### config.mk
export PLATFORM = sky130hd
export DESIGN_NAME = osu_shutdown_guard
export DESIGN_NICKNAME = d
export VERILOG_FILES = /design/src/rtl/osu_pkg.sv /design/src/rtl/osu_shutdown_guard.sv
export SDC_FILE = /design/constraint.sdc
export NUM_CORES = 1
export LEC_CHECK = 0
export BUFFER_PORTS_ARGS = -buffer_cell sky130_fd_sc_hd__buf_4
export CELL_PAD_IN_SITES_DETAIL_PLACEMENT = 0
export CELL_PAD_IN_SITES_GLOBAL_PLACEMENT = 1
export CORE_ASPECT_RATIO = 1.4
export CORE_MARGIN = 4
export CORE_UTILIZATION = 36
export DETAILED_ROUTE_END_ITERATION = 8
export PLACE_DENSITY = 0.9
export SYNTH_ARGS = -nofsm -noshare
export SYNTH_HDL_FRONTEND = slang
export SYNTH_SLANG_ARGS = --single-unit
### constraint.sdc
create_clock -name clk -period 2.1 [get_ports clk]
set_clock_uncertainty 0.1 [all_clocks]
set_input_delay 0.315 -clock clk [delete_from_list [all_inputs] [get_ports clk]]
set_output_delay 0.315 -clock clk [all_outputs]
set_load 0.005 [all_outputs]
### src/rtl/osu_pkg.sv
/*
  osu_pkg: constants and carrier types for the output shutdown unit.
  assumes a 25 MHz peripheral clock and a 32-bit classic wishbone slave port.
*/
package osu_pkg;
  localparam int unsigned CLK_HZ        = 25_000_000;
  localparam logic [7:0]  OFS_CTRL_STAT = 8'h00;   // control/status word
  localparam logic [7:0]  OFS_PIN_MAP   = 8'h04;   // per-pin function map
  localparam int          POS_MODE_A    = 0;
  localparam int          POS_MODE_B    = 2;
  localparam int          POS_MODE_C    = 4;
  localparam int          POS_IRQ_EN    = 8;
  localparam int          POS_FLAG_A    = 12;
  localparam int          POS_FLAG_B    = 13;
  localparam int          POS_FLAG_C    = 14;
  localparam logic [15:0] CTRL_RW_MASK  = 16'h013F;
  localparam logic [15:0] CTRL_RESET    = 16'h0000;
  localparam logic [5:0]  PIN_MAP_RESET = 6'h3F;
  localparam int          DIV_SLOW      = 8;
  localparam int          DIV_MID       = 16;
  localparam int          DIV_FAST      = 128;
  localparam int          LOW_RUN       = 16;

  typedef enum logic [1:0] {
    MODE_EDGE, MODE_DIV8, MODE_DIV16, MODE_DIV128
  } osu_mode_t;

  typedef struct packed {
    logic        cyc;
    logic        stb;
    logic        we;
    logic [3:0]  sel;
    logic [7:0]  adr;
    logic [31:0] dat;
  } osu_wb_req_t;

  typedef struct packed {
    logic        ack;
    logic [31:0] dat;
  } osu_wb_rsp_t;

  typedef struct packed {
    logic [5:0] dout;
    logic [5:0] oe;
  } osu_pins_t;
endpackage : osu_pkg

### src/rtl/osu_shutdown_guard.sv
/*
  osu_shutdown_guard: watches three active-low shutdown requests, latches
  flags, raises an interrupt and forces the phase outputs selected by the pin map off.
  assumes request inputs are asynchronous, pwm from the timer is clk-synchronous,
  standby and oscillator-halt come from the clock/power controller.
*/
// The Wishbone interface to the registers and the register addresses are this design's own decisions.
// Contract
// - any met request condition tristates the phase outputs selected by the pin map
// - two-bit mode field per input at bits 5:4, 3:2, 1:0
// - mode 00 accepts a request on a falling edge
// - edge mode reacts only to a high to low transition
// - modes 01,10,11 sample low level at clock divided by 8,16,128
// - sampling mode accepts after 16 successive low samples
// - one high sample restarts the low sample count
// - edge and level detection reach the pins with equal latency
// - accepted request sets flag bit 14, 13 or 12
// - flag clears on 0 written after read as 1; writing 1 keeps
// - interrupt while enable bit 8 and any flag are set
// - reserved bits 15, 11:9, 7:6 read zero; software writes zero
// - outputs recover only after reset or all three flags cleared
// - standby or halted oscillator also tristates the outputs
// - forcing applies only to pins mapped to gpio or timer output

// behaviour in brief:
// - every request line passes two flops; the second flop feeds both the
//   edge detector and the low-level sampler, so both paths share latency
// - the sampler divider runs free; a mode change does not restart it, so
//   the first sample after a mode write may come up to one period early
// - a level run counter restarts on any high sample and on edge mode
// - flags are sticky; a clear is armed per flag by a read that saw it set
// - a new accept always beats a clear landing in the same cycle
// - the shutdown latch releases only the cycle after all flags read zero
// - standby and a halted oscillator bypass the latch and act at once,
//   because the clock that would register them may no longer run
// - the pin map decides which phase pins may be forced; unmapped pins
//   keep driving whatever the timer gives them
// limitations:
// - no glitch filter in edge mode; a one-cycle low pulse that survives
//   the synchroniser is a valid request
// - the bus port answers every address; unmapped reads return zero
// - reserved control bits are dropped on write and read back as zero
module osu_shutdown_guard #(
  parameter int NUM_IN = 3
) (
  input  wire logic               clk,        // peripheral clock
  input  wire logic               reset_n,    // power-on reset, sync
  input  wire osu_pkg::osu_wb_req_t wbReq,    // wishbone request
  output      osu_pkg::osu_wb_rsp_t wbRsp,    // wishbone answer
  input  wire logic [NUM_IN-1:0]  reqIn_n,    // shutdown requests c,b,a
  input  wire logic               standby,    // chip in standby
  input  wire logic               oscHalted,  // oscillator stop detected
  input  wire logic [5:0]         pwmIn,      // timer phase outputs
  output      osu_pkg::osu_pins_t pins,       // phase pins, data and enable
  output      logic               irq         // interrupt request level
);
  import osu_pkg::*;

  // divider tick for a mode; edge mode ticks every cycle
  function automatic logic modeTick(input logic [1:0] m, input logic [6:0] d);
    case (m)
      2'b01:   modeTick = (d[2:0] == 3'(DIV_SLOW - 1));
      2'b10:   modeTick = (d[3:0] == 4'(DIV_MID - 1));
      2'b11:   modeTick = (d == 7'(DIV_FAST - 1));
      default: modeTick = 1'b1;
    endcase
  endfunction : modeTick

  logic [NUM_IN-1:0] sync1_r, sync2_r, prev_r, flag_r, flagRead_r;
  logic [NUM_IN-1:0] sync1_nxt, sync2_nxt, prev_nxt, flag_nxt, flagRead_nxt;
  logic [4:0]        run_r   [NUM_IN];
  logic [4:0]        run_nxt [NUM_IN];
  logic [6:0]        div_r, div_nxt;
  logic [15:0]       ctrl_r, ctrl_nxt;
  logic [5:0]        pinMap_r, pinMap_nxt;
  logic              ack_r, ack_nxt;
  logic [31:0]       rdat_r, rdat_nxt;
  logic              shut_r, shut_nxt;
  logic [NUM_IN-1:0] accept;
  logic [1:0]        mode [NUM_IN];
  logic [15:0]       ctrlView;
  logic              wbHit, wbWr, wbRd;

  // mode fields per input
  always_comb begin
    mode[0] = ctrl_r[POS_MODE_A +: 2];
    mode[1] = ctrl_r[POS_MODE_B +: 2];
    mode[2] = ctrl_r[POS_MODE_C +: 2];
  end

  // synchroniser, free-running divider, edge and low-run detection
  always_comb begin
    sync1_nxt = reqIn_n;
    sync2_nxt = sync1_r;
    prev_nxt  = sync2_r;
    div_nxt   = div_r + 7'd1;
    for (int i = 0; i < NUM_IN; i++) begin
      run_nxt[i] = run_r[i];
      accept[i]  = 1'b0;
      if (mode[i] == 2'b00) begin
        // edge decision is made in the same cycle stage as a level hit
        accept[i]  = prev_r[i] & ~sync2_r[i];
        run_nxt[i] = '0;
      end else if (modeTick(mode[i], div_r)) begin
        if (sync2_r[i]) begin
          run_nxt[i] = '0;
        end else if (run_r[i] == 5'(LOW_RUN - 1)) begin
          accept[i]  = 1'b1;
          run_nxt[i] = '0;
        end else begin
          run_nxt[i] = run_r[i] + 5'd1;
        end
      end
    end
  end

  // wishbone decode; answer one cycle after the strobe, ack drops after
  always_comb begin
    wbHit = wbReq.cyc & wbReq.stb & ~ack_r;
    wbWr  = wbHit & wbReq.we;
    wbRd  = wbHit & ~wbReq.we;
  end

  always_comb begin
    ctrlView = '0;
    ctrlView[8:0] = ctrl_r[8:0] & CTRL_RW_MASK[8:0];
    ctrlView[POS_FLAG_A] = flag_r[0];
    ctrlView[POS_FLAG_B] = flag_r[1];
    ctrlView[POS_FLAG_C] = flag_r[2];
  end

  // register file and flags; a new hit beats a clear in the same cycle
  always_comb begin
    ctrl_nxt     = ctrl_r;
    pinMap_nxt   = pinMap_r;
    flag_nxt     = flag_r;
    flagRead_nxt = flagRead_r;
    ack_nxt      = wbHit;
    rdat_nxt     = rdat_r;
    if (wbRd) begin
      case (wbReq.adr)
        OFS_CTRL_STAT: begin
          rdat_nxt     = {16'h0000, ctrlView};
          flagRead_nxt = flagRead_r | flag_r;  // arm clearing
        end
        OFS_PIN_MAP: rdat_nxt = {26'h000_0000, pinMap_r};
        default:     rdat_nxt = 32'h0000_0000;
      endcase
    end
    if (wbWr && wbReq.adr == OFS_CTRL_STAT) begin
      if (wbReq.sel[0]) begin
        ctrl_nxt[7:0] = wbReq.dat[7:0] & CTRL_RW_MASK[7:0];
      end
      if (wbReq.sel[1]) begin
        ctrl_nxt[8] = wbReq.dat[POS_IRQ_EN];
        for (int i = 0; i < NUM_IN; i++) begin
          if (flagRead_r[i] && !wbReq.dat[POS_FLAG_A + i]) begin
            flag_nxt[i]     = 1'b0;
            flagRead_nxt[i] = 1'b0;
          end
        end
      end
    end
    if (wbWr && wbReq.adr == OFS_PIN_MAP && wbReq.sel[0]) begin
      pinMap_nxt = wbReq.dat[5:0];
    end
    flag_nxt = flag_nxt | accept;
  end

  // shutdown latch: set by any accept, released only when flags are all clear
  always_comb begin
    shut_nxt = shut_r;
    if (|accept) begin
      shut_nxt = 1'b1;
    end else if (flag_r == '0) begin
      shut_nxt = 1'b0;
    end
  end

  always_ff @(posedge clk) begin
    if (!reset_n) begin
      sync1_r    <= '1;
      sync2_r    <= '1;
      prev_r     <= '1;
      div_r      <= '0;
      flag_r     <= '0;
      flagRead_r <= '0;
      ctrl_r     <= CTRL_RESET;
      pinMap_r   <= PIN_MAP_RESET;
      ack_r      <= 1'b0;
      rdat_r     <= '0;
      shut_r     <= 1'b0;
      for (int i = 0; i < NUM_IN; i++) begin
        run_r[i] <= '0;
      end
    end else begin
      sync1_r    <= sync1_nxt;
      sync2_r    <= sync2_nxt;
      prev_r     <= prev_nxt;
      div_r      <= div_nxt;
      flag_r     <= flag_nxt;
      flagRead_r <= flagRead_nxt;
      ctrl_r     <= ctrl_nxt;
      pinMap_r   <= pinMap_nxt;
      ack_r      <= ack_nxt;
      rdat_r     <= rdat_nxt;
      shut_r     <= shut_nxt;
      for (int i = 0; i < NUM_IN; i++) begin
        run_r[i] <= run_nxt[i];
      end
    end
  end

  // pin drive: standby and halted clock force off without waiting a cycle
  always_comb begin
    logic force_;
    force_    = 1'b0;
    force_    = shut_r | standby | oscHalted;
    pins.dout = pwmIn;
    pins.oe   = ~(pinMap_r & {6{force_}});
    wbRsp.ack = ack_r;
    wbRsp.dat = rdat_r;
    irq       = ctrl_r[POS_IRQ_EN] & (|flag_r);
  end

  // flags: each accept sets its flag at the next edge
  flag_follows_a: assert property (@(posedge clk) disable iff (!reset_n)
    accept[0] |=> flag_r[0])
    else $error("flag a not set after accept");
  flag_b_set_a: assert property (@(posedge clk) disable iff (!reset_n)
    accept[1] |=> flag_r[1])
    else $error("flag b not set after accept");
  flag_c_set_a: assert property (@(posedge clk) disable iff (!reset_n)
    accept[2] |=> flag_r[2])
    else $error("flag c not set after accept");

  // pins: off at the edge after any accept, and still off a cycle later
  pins_off_a: assert property (@(posedge clk) disable iff (!reset_n)
    (|accept) |=> ##1 (pins.oe & pinMap_r) == 6'h00)
    else $error("pins not off");
  oe_off_next_a: assert property (@(posedge clk) disable iff (!reset_n)
    (|accept) |=> (pins.oe & pinMap_r) == 6'h00)
    else $error("pins not off one edge after accept");

  // edge mode: an accept needs a high to low step at the second flop
  edge_only_a: assert property (@(posedge clk) disable iff (!reset_n)
    (mode[0] == 2'b00 && accept[0]) |-> $past(sync2_r[0]) && !sync2_r[0])
    else $error("edge accept without fall");
  edge_b_only_a: assert property (@(posedge clk) disable iff (!reset_n)
    (mode[1] == 2'b00 && accept[1]) |-> prev_r[1] && !sync2_r[1])
    else $error("edge accept on b without fall");
  edge_c_only_a: assert property (@(posedge clk) disable iff (!reset_n)
    (mode[2] == 2'b00 && accept[2]) |-> prev_r[2] && !sync2_r[2])
    else $error("edge accept on c without fall");

  // level mode: a high sample restarts, only a full low run accepts
  run_cancel_a: assert property (@(posedge clk) disable iff (!reset_n)
    (mode[1] != 2'b00 && sync2_r[1] && modeTick(mode[1], div_r)) |=> run_r[1] == 5'd0)
    else $error("high sample did not restart count");
  run_full_a: assert property (@(posedge clk) disable iff (!reset_n)
    (mode[2] != 2'b00 && accept[2]) |-> run_r[2] == 5'(LOW_RUN - 1))
    else $error("level accept before sixteen samples");
  run_full_in_a: assert property (@(posedge clk) disable iff (!reset_n)
    (mode[0] != 2'b00 && accept[0]) |-> run_r[0] == 5'(LOW_RUN - 1))
    else $error("level accept on a before sixteen samples");
  level_low_a: assert property (@(posedge clk) disable iff (!reset_n)
    (mode[0] != 2'b00 && accept[0]) |-> !sync2_r[0])
    else $error("level accept on a high sample");
  tick_only_a: assert property (@(posedge clk) disable iff (!reset_n)
    (mode[1] != 2'b00 && !modeTick(mode[1], div_r)) |=> run_r[1] == $past(run_r[1]))
    else $error("run count moved between ticks");

  // sampling rates: a level accept only lands on its divider tick
  speed_a: assert property (@(posedge clk) disable iff (!reset_n)
    (mode[0] == 2'b01 && accept[0]) |-> div_r[2:0] == 3'(DIV_SLOW - 1))
    else $error("div8 accept off tick");
  div16_tick_a: assert property (@(posedge clk) disable iff (!reset_n)
    (mode[1] == 2'b10 && accept[1]) |-> div_r[3:0] == 4'(DIV_MID - 1))
    else $error("div16 accept off tick");
  div128_tick_a: assert property (@(posedge clk) disable iff (!reset_n)
    (mode[2] == 2'b11 && accept[2]) |-> div_r == 7'(DIV_FAST - 1))
    else $error("div128 accept off tick");

  // interrupt level follows enable and flags in the same cycle
  irq_level_a: assert property (@(posedge clk) disable iff (!reset_n)
    irq == (ctrl_r[8] && flag_r != '0))
    else $error("irq mismatch");
  irq_off_a: assert property (@(posedge clk) disable iff (!reset_n)
    !ctrl_r[POS_IRQ_EN] |-> !irq)
    else $error("irq raised while disabled");

  // reserved bits: never stored, never read back
  reserved_zero_a: assert property (@(posedge clk) disable iff (!reset_n)
    wbRsp.ack && $past(wbRd) && $past(wbReq.adr) == OFS_CTRL_STAT
      |-> (wbRsp.dat & 32'hFFFF_8EC0) == 32'h0000_0000)
    else $error("reserved bits read nonzero");
  reserved_store_a: assert property (@(posedge clk) disable iff (!reset_n)
    ctrl_r[15:9] == 7'h00 && ctrl_r[7:6] == 2'b00)
    else $error("reserved bits stored");

  // flag clearing: armed by a read, write of one keeps the flag
  clear_needs_read_a: assert property (@(posedge clk) disable iff (!reset_n)
    $fell(flag_r[0]) |-> $past(flagRead_r[0]))
    else $error("flag cleared unread");
  clear_b_read_a: assert property (@(posedge clk) disable iff (!reset_n)
    $fell(flag_r[1]) |-> $past(flagRead_r[1]))
    else $error("flag b cleared unread");
  clear_c_read_a: assert property (@(posedge clk) disable iff (!reset_n)
    $fell(flag_r[2]) |-> $past(flagRead_r[2]))
    else $error("flag c cleared unread");
  write_one_keeps_a: assert property (@(posedge clk) disable iff (!reset_n)
    (wbWr && wbReq.adr == OFS_CTRL_STAT && wbReq.sel[1] && wbReq.dat[POS_FLAG_A]
      && flag_r[0]) |=> flag_r[0])
    else $error("flag a lost on write of one");

  // release: only with every flag clear; held while any flag stands
  release_a: assert property (@(posedge clk) disable iff (!reset_n)
    $fell(shut_r) |-> $past(flag_r) == '0)
    else $error("release with flag set");
  hold_off_a: assert property (@(posedge clk) disable iff (!reset_n)
    (shut_r && flag_r != '0) |=> shut_r)
    else $error("shutdown dropped with flag set");

  // standby, halt and pin map
  standby_off_a: assert property (@(posedge clk) disable iff (!reset_n)
    (standby || oscHalted) |-> (pins.oe & pinMap_r) == 6'h00)
    else $error("pins driven in standby");
  drive_idle_a: assert property (@(posedge clk) disable iff (!reset_n)
    (!shut_r && !standby && !oscHalted) |-> pins.oe == 6'h3F)
    else $error("pins off without a cause");
  unmapped_kept_a: assert property (@(posedge clk) disable iff (!reset_n)
    (pins.oe | pinMap_r) == 6'h3F)
    else $error("unmapped pin forced off");

  // synchroniser depth
  sync_depth_a: assert property (@(posedge clk) disable iff (!reset_n)
    sync2_r == $past(sync1_r))
    else $error("synchroniser skipped");

  // bus: one ack per request, one cycle after it is taken
  ack_pulse_a: assert property (@(posedge clk) disable iff (!reset_n)
    wbRsp.ack |=> !wbRsp.ack)
    else $error("ack longer than one cycle");
  ack_follows_a: assert property (@(posedge clk) disable iff (!reset_n)
    (wbReq.cyc && wbReq.stb && !wbRsp.ack) |=> wbRsp.ack)
    else $error("ack missing after request");
endmodule : osu_shutdown_guard

# Word level (Yosys, flattened, before mapping)
# Memory sizes are Yosys's and may differ from the RTL's.
# Index checks and enable logic that the tools add are counted.
[op_classes]
addsub = 4
eq_ne = 16
muxes = 50
bitwise = 22
reduce_logical = 19
[op_table]
columns = ["operator", "count"]
rows = [
  ["5-bit 2-to-1 mux", 15],
  ["15-bit one-hot mux with 2 select lines", 1],
  ["1-bit 2-to-1 mux", 25],
  ["3-bit 2-to-1 mux", 6],
  ["5-bit by 1-bit adder with 5-bit output, second input constant", 3],
  ["5-bit by 4-bit equality test with 1-bit output, second input constant", 3],
  ["2-bit equality test, second input constant", 6],
  ["1-bit one-hot mux with 3 select lines", 3],
  ["1-bit bitwise AND", 8],
  ["8-bit by 3-bit equality test with 1-bit output, second input constant", 1],
  ["8-bit logical NOT", 1],
  ["7-bit by 1-bit adder with 7-bit output, second input constant", 1],
  ["7-bit equality test, second input constant", 1],
  ["6-bit bitwise AND", 1],
  ["2-bit by 1-bit equality test with 1-bit output, second input constant", 3],
  ["1-bit logical AND", 6],
  ["2-bit logical NOT", 3],
  ["6-bit NOT", 1],
  ["3-bit OR", 2],
  ["3-bit OR reduction", 2],
  ["1-bit NOT", 5],
  ["1-bit OR", 5],
  ["4-bit equality test, second input constant", 1],
  ["2-bit AND reduction", 2],
  ["other kinds (4)", 6],
]
[word_totals]
ff_bits = 69
ram_bits = 15
input_bits = 60
output_inout_bits = 46
word_cells = 124
memories = 1
[mem_list]
columns = ["name", "words", "word_bits", "read_ports", "rd_ports_with_merged_regs", "write_ports", "line_no", "rtl"]
rows = [
  ["run_r", 3, 5, 3, 0, 3, "osu_shutdown_guard.sv:71", "logic [4:0] run_r [NUM_IN];"],
]

# Depth between registers and ports, before layout
# Gate-level depths: netlist of the first run.
# An unclocked memory read counts as a cell.
[logic_depth]
depth_word = 8
depth_mapped = 6

# Least setup slack after synthesis of the first run
# Ideal clock, no wire load.
[synth_path]
kind = "input to register"
from = "input wbReq[33] in the netlist's numbering"
to = "register flagRead_r[0]"
t_arrival_ps = 1690
t_required_ps = 1868
slack_ps = 178
cell_stages = 5
n_path_buf = 1
cell_sequence = "or4_4 or3_4 buf_6 o31ai_1 a21oi_1"
[synth_via]
elab_chain_len = 6
word_cells_on_any_way = 7
classes_between = "5 x mux; 2 x reduce/logical"
[synth_lines]
columns = ["element", "line_no", "rtl"]
rows = [
  ["start, declared", "osu_shutdown_guard.sv:48", "input wire osu_pkg::osu_wb_req_t wbReq,"],
  ["8-bit logical NOT (*)", "osu_shutdown_guard.sv:141, osu_shutdown_guard.sv:150", ""],
  ["3-bit 2-to-1 mux", "osu_shutdown_guard.sv:141", "case (wbReq.adr)"],
  ["3-bit 2-to-1 mux", "osu_shutdown_guard.sv:140", "if (wbRd) begin"],
  ["1-bit 2-to-1 mux", "osu_shutdown_guard.sv:157", "if (flagRead_r[i] && !wbReq.dat[POS_FLAG_A + i]) begin"],
  ["3-bit 2-to-1 mux", "osu_shutdown_guard.sv:154", "if (wbReq.sel[1]) begin"],
  ["3-bit 2-to-1 mux (*)", "osu_shutdown_guard.sv:150", "if (wbWr && wbReq.adr == OFS_CTRL_STAT) begin"],
  ["end signal, assigned", "osu_shutdown_guard.sv:202", "flagRead_r <= flagRead_nxt;"],
  ["end, declared", "osu_shutdown_guard.sv:69", "logic [NUM_IN-1:0] sync1_r, sync2_r, prev_r, flag_r, flagRead_r;"],
]
# Mark *: on every way between the ends. The rest lies on a longest branch, timed or not.
# A chain may end at the register's enable or synchronous reset.

# Final worst setup path of the first run
[layout_path]
from = "register div_r[0]"
to = "register shut_r"
[layout_via]
elab_chain_len = 7
word_cells_on_any_way = 18
classes_between = "3 x eq/ne; 13 x mux; 2 x reduce/logical"
[layout_lines]
columns = ["element", "line_no", "rtl"]
rows = [
  ["start, declared", "osu_shutdown_guard.sv:73", "logic [6:0] div_r, div_nxt;"],
  ["start signal, assigned", "osu_shutdown_guard.sv:200", "div_r <= div_nxt;"],
  ["7-bit equality test (tied with other cells)", "osu_shutdown_guard.sv:64", "2'b11: modeTick = (d == 7'(DIV_FAST - 1));"],
  ["1-bit one-hot mux with 3 select lines", "osu_shutdown_guard.sv:61", "case (m)"],
  ["1-bit 2-to-1 mux", "osu_shutdown_guard.sv:100", "if (mode[i] == 2'b00) begin"],
  ["1-bit 2-to-1 mux", "osu_shutdown_guard.sv:104", "end else if (modeTick(mode[i], div_r)) begin"],
  ["1-bit 2-to-1 mux", "osu_shutdown_guard.sv:100", ""],
  ["3-bit OR reduction (*)", "osu_shutdown_guard.sv:173", "if (|accept) begin"],
  ["1-bit 2-to-1 mux / 2-bit nonzero test (equally long branches)", "--", ""],
  ["end signal, assigned", "osu_shutdown_guard.sv:207", "shut_r <= shut_nxt;"],
  ["end, declared", "osu_shutdown_guard.sv:78", "logic shut_r, shut_nxt;"],
]
# Mark *: on every way between the ends. The rest lies on a longest branch, timed or not. The select of a mux whose other input is x is not followed.

==> impl_metrics.tcl, run 1 <==
set metrics [dict create \
    p_seq_share_pct 46.9 \
    final_nets 437 \
    peakVddDrop_uv 463 \
    cts_tree "built" \
    max_clock_freq_mhz 508 \
    grt-ovfl-total 0 \
    clkTransAtPathRegs_ns 0.07 \
    io_buffers 47 \
    drtPass1Iterations 4 \
    seq_area_frac_synth_pct 42.7 \
    ys_types 47 \
    yosysTopAreaCellShare_pct 42.7 \
    internal_power_mw 2.03 \
    place_area_sq_um 3260 \
    cp_max_fo 10 \
    startpoint_type "flop" \
    synth_area_leaders "dfxtp_1 43%, buf_4 7.5%, nand3_1 4.8%" \
    drtIter0Drc 158 \
    path_class "flop to flop" \
    drc 0 \
    drive_gt1_share_pct 23.3 \
    async_flop_share_pct 0 \
    via_per_inst 5.20 \
    netlist_instances 325 \
    cts_buffer_depth 2 \
    cp.arrival_ns 2.15 \
    die_w_um 83.9 \
    core-area_sq_um 7800 \
    finalPower_mw 2.57 \
    hold_violations 0 \
    htreeDepth 3 \
    synth-edff-count 0 \
    clockRootBuffer "clkbuf_8" \
    status "completed" \
    ys.flop_type "dfxtp_1" \
    syn_area_per_cell_sq_um 8.94 \
    grt_start_max_net_pins 19 \
    num_rows 38 \
    wire_per_inst_um 14.0 \
    cts_buffers 9 \
    area_growth_pct 20.3 \
    worstPathRequired_ns 2.28 \
    ys_ff_latch 62 \
    cts_sinks 62 \
    sw_frac_of_total_pct 20.9 \
    p_comb_share_pct 5.9 \
    globalplace.congestion 0.795 \
    worst_skew_pair.late_latency_ns 0.34 \
    finalSetupViolCount 0 \
    synthTopCellsByCount "62 x dfxtp_1, 29 x buf_4, 28 x nand3_1" \
    ys_warn_count 0 \
    yosys.area.top_type "dfxtp_1" \
    drv_slew 0 \
    switching_power_mw 0.539 \
    start_util_pct 37.2 \
    num_vias 2482 \
    p_leak_nw 1.38 \
    worstMarginPinSlew_ns 0.612 \
    grt_pass1_vias 2387 \
    power_frac_clock_pct 47.1 \
    antenna_found_initial 0 \
    place_hpwl_um 4910 \
    grtUsageTotal_pct 14.2 \
    hold_path.class "input port to flop" \
    nFillCells 785 \
    grt_pass1_wl_um 10900 \
    post_cts_buffers 0 \
    period_share_pct 93.7 \
    die_y_um 114 \
    dieArea_sq_um 9590 \
    n_antenna_cell 0 \
    fin_area_sq_um 3490 \
    max_slew_margin_pct 58.8 \
    cp-end-kind "flop" \
    ios 106 \
    period_minus_slack_ns 1.97 \
    max-cap-violations 0 \
    fin_util_pct 44.8 \
    synth_most_common_cell "dfxtp_1" \
    wl_um 6690 \
    syn_area_sq_um 2900 \
    final_antenna_net_count 0 \
    p_per_area_nw_per_um2 736 \
]
-- metal layers --
layer	track usage, %	part of all wire [%]
met1	15.1	39
met2	25.7	55
met3	3.24	4.9
met4	7.83	1.3
met5	0	0
-- worst paths after layout --
check | from | end | slack [ns] | depth (start not counted)
worst max-delay path | div_r[0]$_SDFF_PN0_ | shut_r$_SDFFE_PN0P_ | 0.13 | 5
worst min-delay path | reqIn_n[1] | sync1_r[1]$_SDFF_PN1_ | 0.06 | 2
worst min register to register | sync1_r[2]$_SDFF_PN1_ | prev_nxt[2]$_SDFF_PN1_ | 0.30 | 1
worst max register to register | div_r[0]$_SDFF_PN0_ | shut_r$_SDFFE_PN0P_ | 0.13 | 5
-- cell type report --
type                    count  area [sq um]  area share (%)
repair buffers             56           420            12.0
inverters                   4          15.0           0.430
multi-input cells         239          1460            41.7
flip-flops and latches     62          1240            35.5
clock buffers              13           169            4.83
well taps                 100           125            3.58
clock inverters             3          65.1            1.86
-- kinds of logic after synthesis --
| group | after synthesis | share of synthesized area (%) |
|---|---|---|
| adders and majority gates | 5 | 2.15 |
| muxes | 9 | 3.36 |
| buffers and inverters | 45 | 9.82 |
| xor gates and xnor gates | 3 | 0.905 |
| other | 1 | 0.129 |
| and+or+nand+nor | 132 | 26.7 |
| DFF | 62 | 42.7 |
| AOI/OAI and AO/OA | 68 | 14.2 |
-- power by group through the flow --
stage               sequential [mW]  combinational [mW]  clock (mW)
global placement               1.23               0.150           0
global route                   1.21               0.169        1.29
floorplan                      1.23               0.112           0
finish                         1.21               0.153        1.21
CTS                            1.21               0.152        1.23
detailed placement             1.23               0.152           0
-- worst max-delay path, cell delays in order (launching register included) --
cell	delay, ns
dfxtp_1	0.35
ha_1	0.18
nand3_1	0.24
a32o_2	0.38
or4_1	0.55
nand4_1	0.12
-- registers in the layout, summed over array words and instances (netlist names), 3 cells and up --
signal / count
prev_nxt: 3
flagRead_r: 3
prev_r: 3
rdat_r: 10
flag_r: 3
run_r: 15
pinMap_r: 6
div_r: 7
sync1_r: 3
ctrl_r: 7
-- layout by cell type, fill, tap and decap left out, types with 10 or more instances in the layout --
master / count
dfxtp_1: 62
buf_4: 56
nand3_1: 28
o21ai_0: 26
nor2_1: 22
conb_1: 22
nand2_1: 19
a21oi_1: 19
nand2b_1: 12
clkbuf_8: 12
a22oi_1: 10
-- stage by stage --
stage               instances  setup slack [ns]  hold slack, ns  setup TNS, ns
floorplan                 346             0.178           0.286              0
global placement          461            0.0647           0.292              0
detailed placement        461            0.0304           0.298              0
CTS                       477             0.101          0.0519              0
global route              477          -0.00878          0.0609       -0.00878
finish                    477             0.131          0.0608              0
-- what timing repair did --
action	CTS	global route
endpoints found under the setup margin	0	3
hold buffers	0	0
resized for setup	0	2
Note: power is estimated with default switching activity, not from simulation.
==> run 2, diff against run 1 <==
Settings changed: ABC_AREA from default to 1, BUFFER_PORTS_ARGS -buffer_cell sky130_fd_sc_hd__buf_4 to -buffer_cell sky130_fd_sc_hd__buf_2, CORE_UTILIZATION 36 to 35.
Clock period 2.1 ns to 2.2 ns, I/O delays scaled along.
==> run 2 against run 1 <==
Final cell count increased by 12%. First-iteration DRC count decreased by 29%. Clock-buffer cell count decreased by 1. Combinational power decreased by 20%. Utilization decreased by 3.2 points. Area after synthesis increased by 0.30%. Global-route usage decreased by 1.5 points. Via count decreased by 0.12%. Synthesized cell count increased by 18%. Power increased by 0.42%. Critical path type is now flop to primary output. Largest cell class unchanged.
==> impl_metrics.tcl, run 2 <==
set metrics [dict create \
    globalplace.congestion 0.774 \
    grt-ovfl-total 0 \
    yosysTopAreaCellShare_pct 42.6 \
    hp-start "reqIn_n[1]" \
    drtPass1Iterations 4 \
    startpoint_type "flop" \
    period_minus_slack_ns 1.80 \
    cp-end-kind "primary output" \
    layout_top_registers "run_r x15, rdat_r x10" \
    worstMarginPinSlew_ns 0.565 \
    ctsResizeCount 0 \
    num_rows 39 \
    p_per_area_nw_per_um2 762 \
    r2r_slack_ns 0.45 \
    place_hpwl_um 4630 \
    cts_buffers 9 \
    core-area_sq_um 8150 \
    grt_pass1_wl_um 10100 \
    top_register "run_r" \
    min_path_cells 2 \
    reg2reg_depth 8 \
    peakVddDrop_uv 452 \
    cp.arrival_ns 1.37 \
    final_antenna_net_count 0 \
    max_clock_freq_mhz 555 \
    start_util_pct 35.7 \
    grtUsageTotal_pct 12.7 \
    post_cts_buffers 0 \
    drtIter0Drc 112 \
    htreeDepth 3 \
    max-cap-violations 0 \
    cts_tree "built" \
    async_flop_share_pct 0 \
    synth.mux.area_fraction_pct 0 \
    worst_hold_slack_ns 0.0876 \
    met2_length_um 3070 \
    hold_path.class "input port to flop" \
    dieArea_sq_um 9870 \
    synth_most_common_cell "dfxtp_1" \
    synth-simple-area-share_pct 27.4 \
    yosys.area.top_type "dfxtp_1" \
    max_slew_margin_pct 62.3 \
    synth_area_leaders "dfxtp_1 43%, buf_4 7.5%, nand2_1 6.8%" \
    largest_register_ffs 15 \
    grt_start_max_net_pins 33 \
    synth-edff-count 0 \
    drc 0 \
    n_antenna_cell 0 \
    fin_area_sq_um 3390 \
    synth_top_family_by_area "simple AND/OR/NAND/NOR gates" \
    final_cell_mix "62 x dfxtp_1, 53 x nand2_1, 47 x buf_2, 44 x inv_1, 43 x nor2_1" \
    min_to "sync1_r[1]$_SDFF_PN1_" \
    syn_area_sq_um 2910 \
    clkTransAtPathRegs_ns 0.05 \
    ys_warn_count 0 \
    cts_buffer_depth 2 \
    final_nets 493 \
    status "completed" \
    io_buffers 47 \
    synth_compound_area_share_pct 11.7 \
    synthTopCellsByCount "62 x dfxtp_1, 53 x nand2_1, 44 x inv_1" \
    seq_area_frac_synth_pct 42.6 \
    syn_area_per_cell_sq_um 7.59 \
    num_vias 2479 \
    die_w_um 85.1 \
    cp_max_fo 6 \
    wire_per_inst_um 11.2 \
    period_share_pct 81.9 \
    rsz0062_at_grt "no" \
    ios 106 \
    path_class "flop to primary output" \
    ys.flop_type "dfxtp_1" \
    setup_tns_ns 0 \
    die_y_um 116 \
    layout_commonest_cell "dfxtp_1" \
    dr_wl_met3_um 369 \
    clockRootBuffer "clkbuf_16" \
    antenna_found_initial 0 \
    p_leak_nw 1.57 \
    via_per_inst 4.63 \
    top_layer "met4" \
    ys_types 33 \
    grt_pass1_vias 2432 \
    postCtsHoldBufs 0 \
    netlist_instances 384 \
    drv_slew 0 \
    m1WireLength_um 2410 \
    drive_gt1_share_pct 20.1 \
    synthAdderAreaFrac_pct 2.15 \
    area_growth_pct 16.4 \
    r2r-start "div_r[0]$_SDFF_PN0_" \
    cts_sinks 62 \
    worst_skew_pair.late_latency_ns 0.33 \
    nFillCells 814 \
    synth-xor-area-share_pct 0.902 \
    wl_um 6010 \
    ys_ff_latch 62 \
    multi_input_area_sq_um 1310 \
    finalSetupViolCount 0 \
    hold_violations 0 \
    worstPathRequired_ns 1.77 \
    place_area_sq_um 3100 \
    seq_area_sq_um 1240 \
    regToRegEndpoint "shut_r$_SDFFE_PN0P_" \
]
## run 2: cell count changes after synthesis, sizes merged, moves of 5 or more
| cell | change |
|---|---|
| a21oi | +10 |
| a22oi | -10 |
| clkbuf | -5 |
| inv | +43 |
| mux2 | -6 |
| nand2 | +39 |
| nand2b | -12 |
| nand3 | +7 |
| nor2 | +25 |
| nor3b | -5 |
| o211ai | +6 |
| or2 | +7 |
| or4 | -6 |
## run 2: critical path, stage by stage (launching register included)
cell,delay [ns]
dfxtp_1,0.32
or3_1,0.51
nand2_1,0.10
buf_2,0.11
## run 2: cell families (layout without fill, tap and decap cells)
family	Yosys count	count (layout)
AND/OR/NAND/NOR	167	167
buffers and inverters	84	112
AO/OA/AOI/OAI	62	62
flip-flops	62	62
adder cells (fa/ha/maj)	5	5
XOR/XNOR	3	3
other	1	22
## run 2: per-layer routing
layer  up-vias  global-route usage (%)
li1       1290                       -
met1      1105                    12.4
met2        69                    23.8
met3        15                    3.20
met4         0                    7.81
met5         -                       0
## run 2: where the power goes
| group | internal [mW] | switching [mW] |
|---|---|---|
| clock | 0.844 | 0.466 |
| sequential | 1.14 | 0.00967 |
| combinational | 0.0468 | 0.0751 |
| total | 2.03 | 0.551 |
## run 2: stage by stage
step	worst slack (ns)	util [%]	power, mW	cells
6_report	0.398	41.6	2.58	535
5_1_grt	0.328	41.6	2.67	535
4_1_cts	0.372	41.6	2.61	535
3_5_place_dp	0.432	38.1	1.30	519
3_3_place_gp	0.473	38.1	1.29	519
2_1_floorplan	0.693	-	1.28	405
## run 2: area by class of cell
cell class	count	area share [%]
clock buffer	12	7.86
tap	102	3.76
clock inverter	4	0.590
timing repair buffer	49	7.38
inverter	47	5.20
multi-input combinational	259	38.6
sequential	62	36.6
## run 2: how the worst max path moves through the flow
stage | from | to | slack, ns | cells past startpoint
floorplan | div_r[0]$_SDFF_PN0_ | shut_r$_SDFFE_PN0P_ | 0.69 | 8
global placement | div_r[0]$_SDFF_PN0_ | shut_r$_SDFFE_PN0P_ | 0.47 | 8
detailed placement | div_r[0]$_SDFF_PN0_ | shut_r$_SDFFE_PN0P_ | 0.43 | 8
CTS | shut_r$_SDFFE_PN0P_ | pins[3] | 0.37 | 3
global route | shut_r$_SDFFE_PN0P_ | pins[1] | 0.33 | 3
finish | shut_r$_SDFFE_PN0P_ | pins[3] | 0.40 | 3
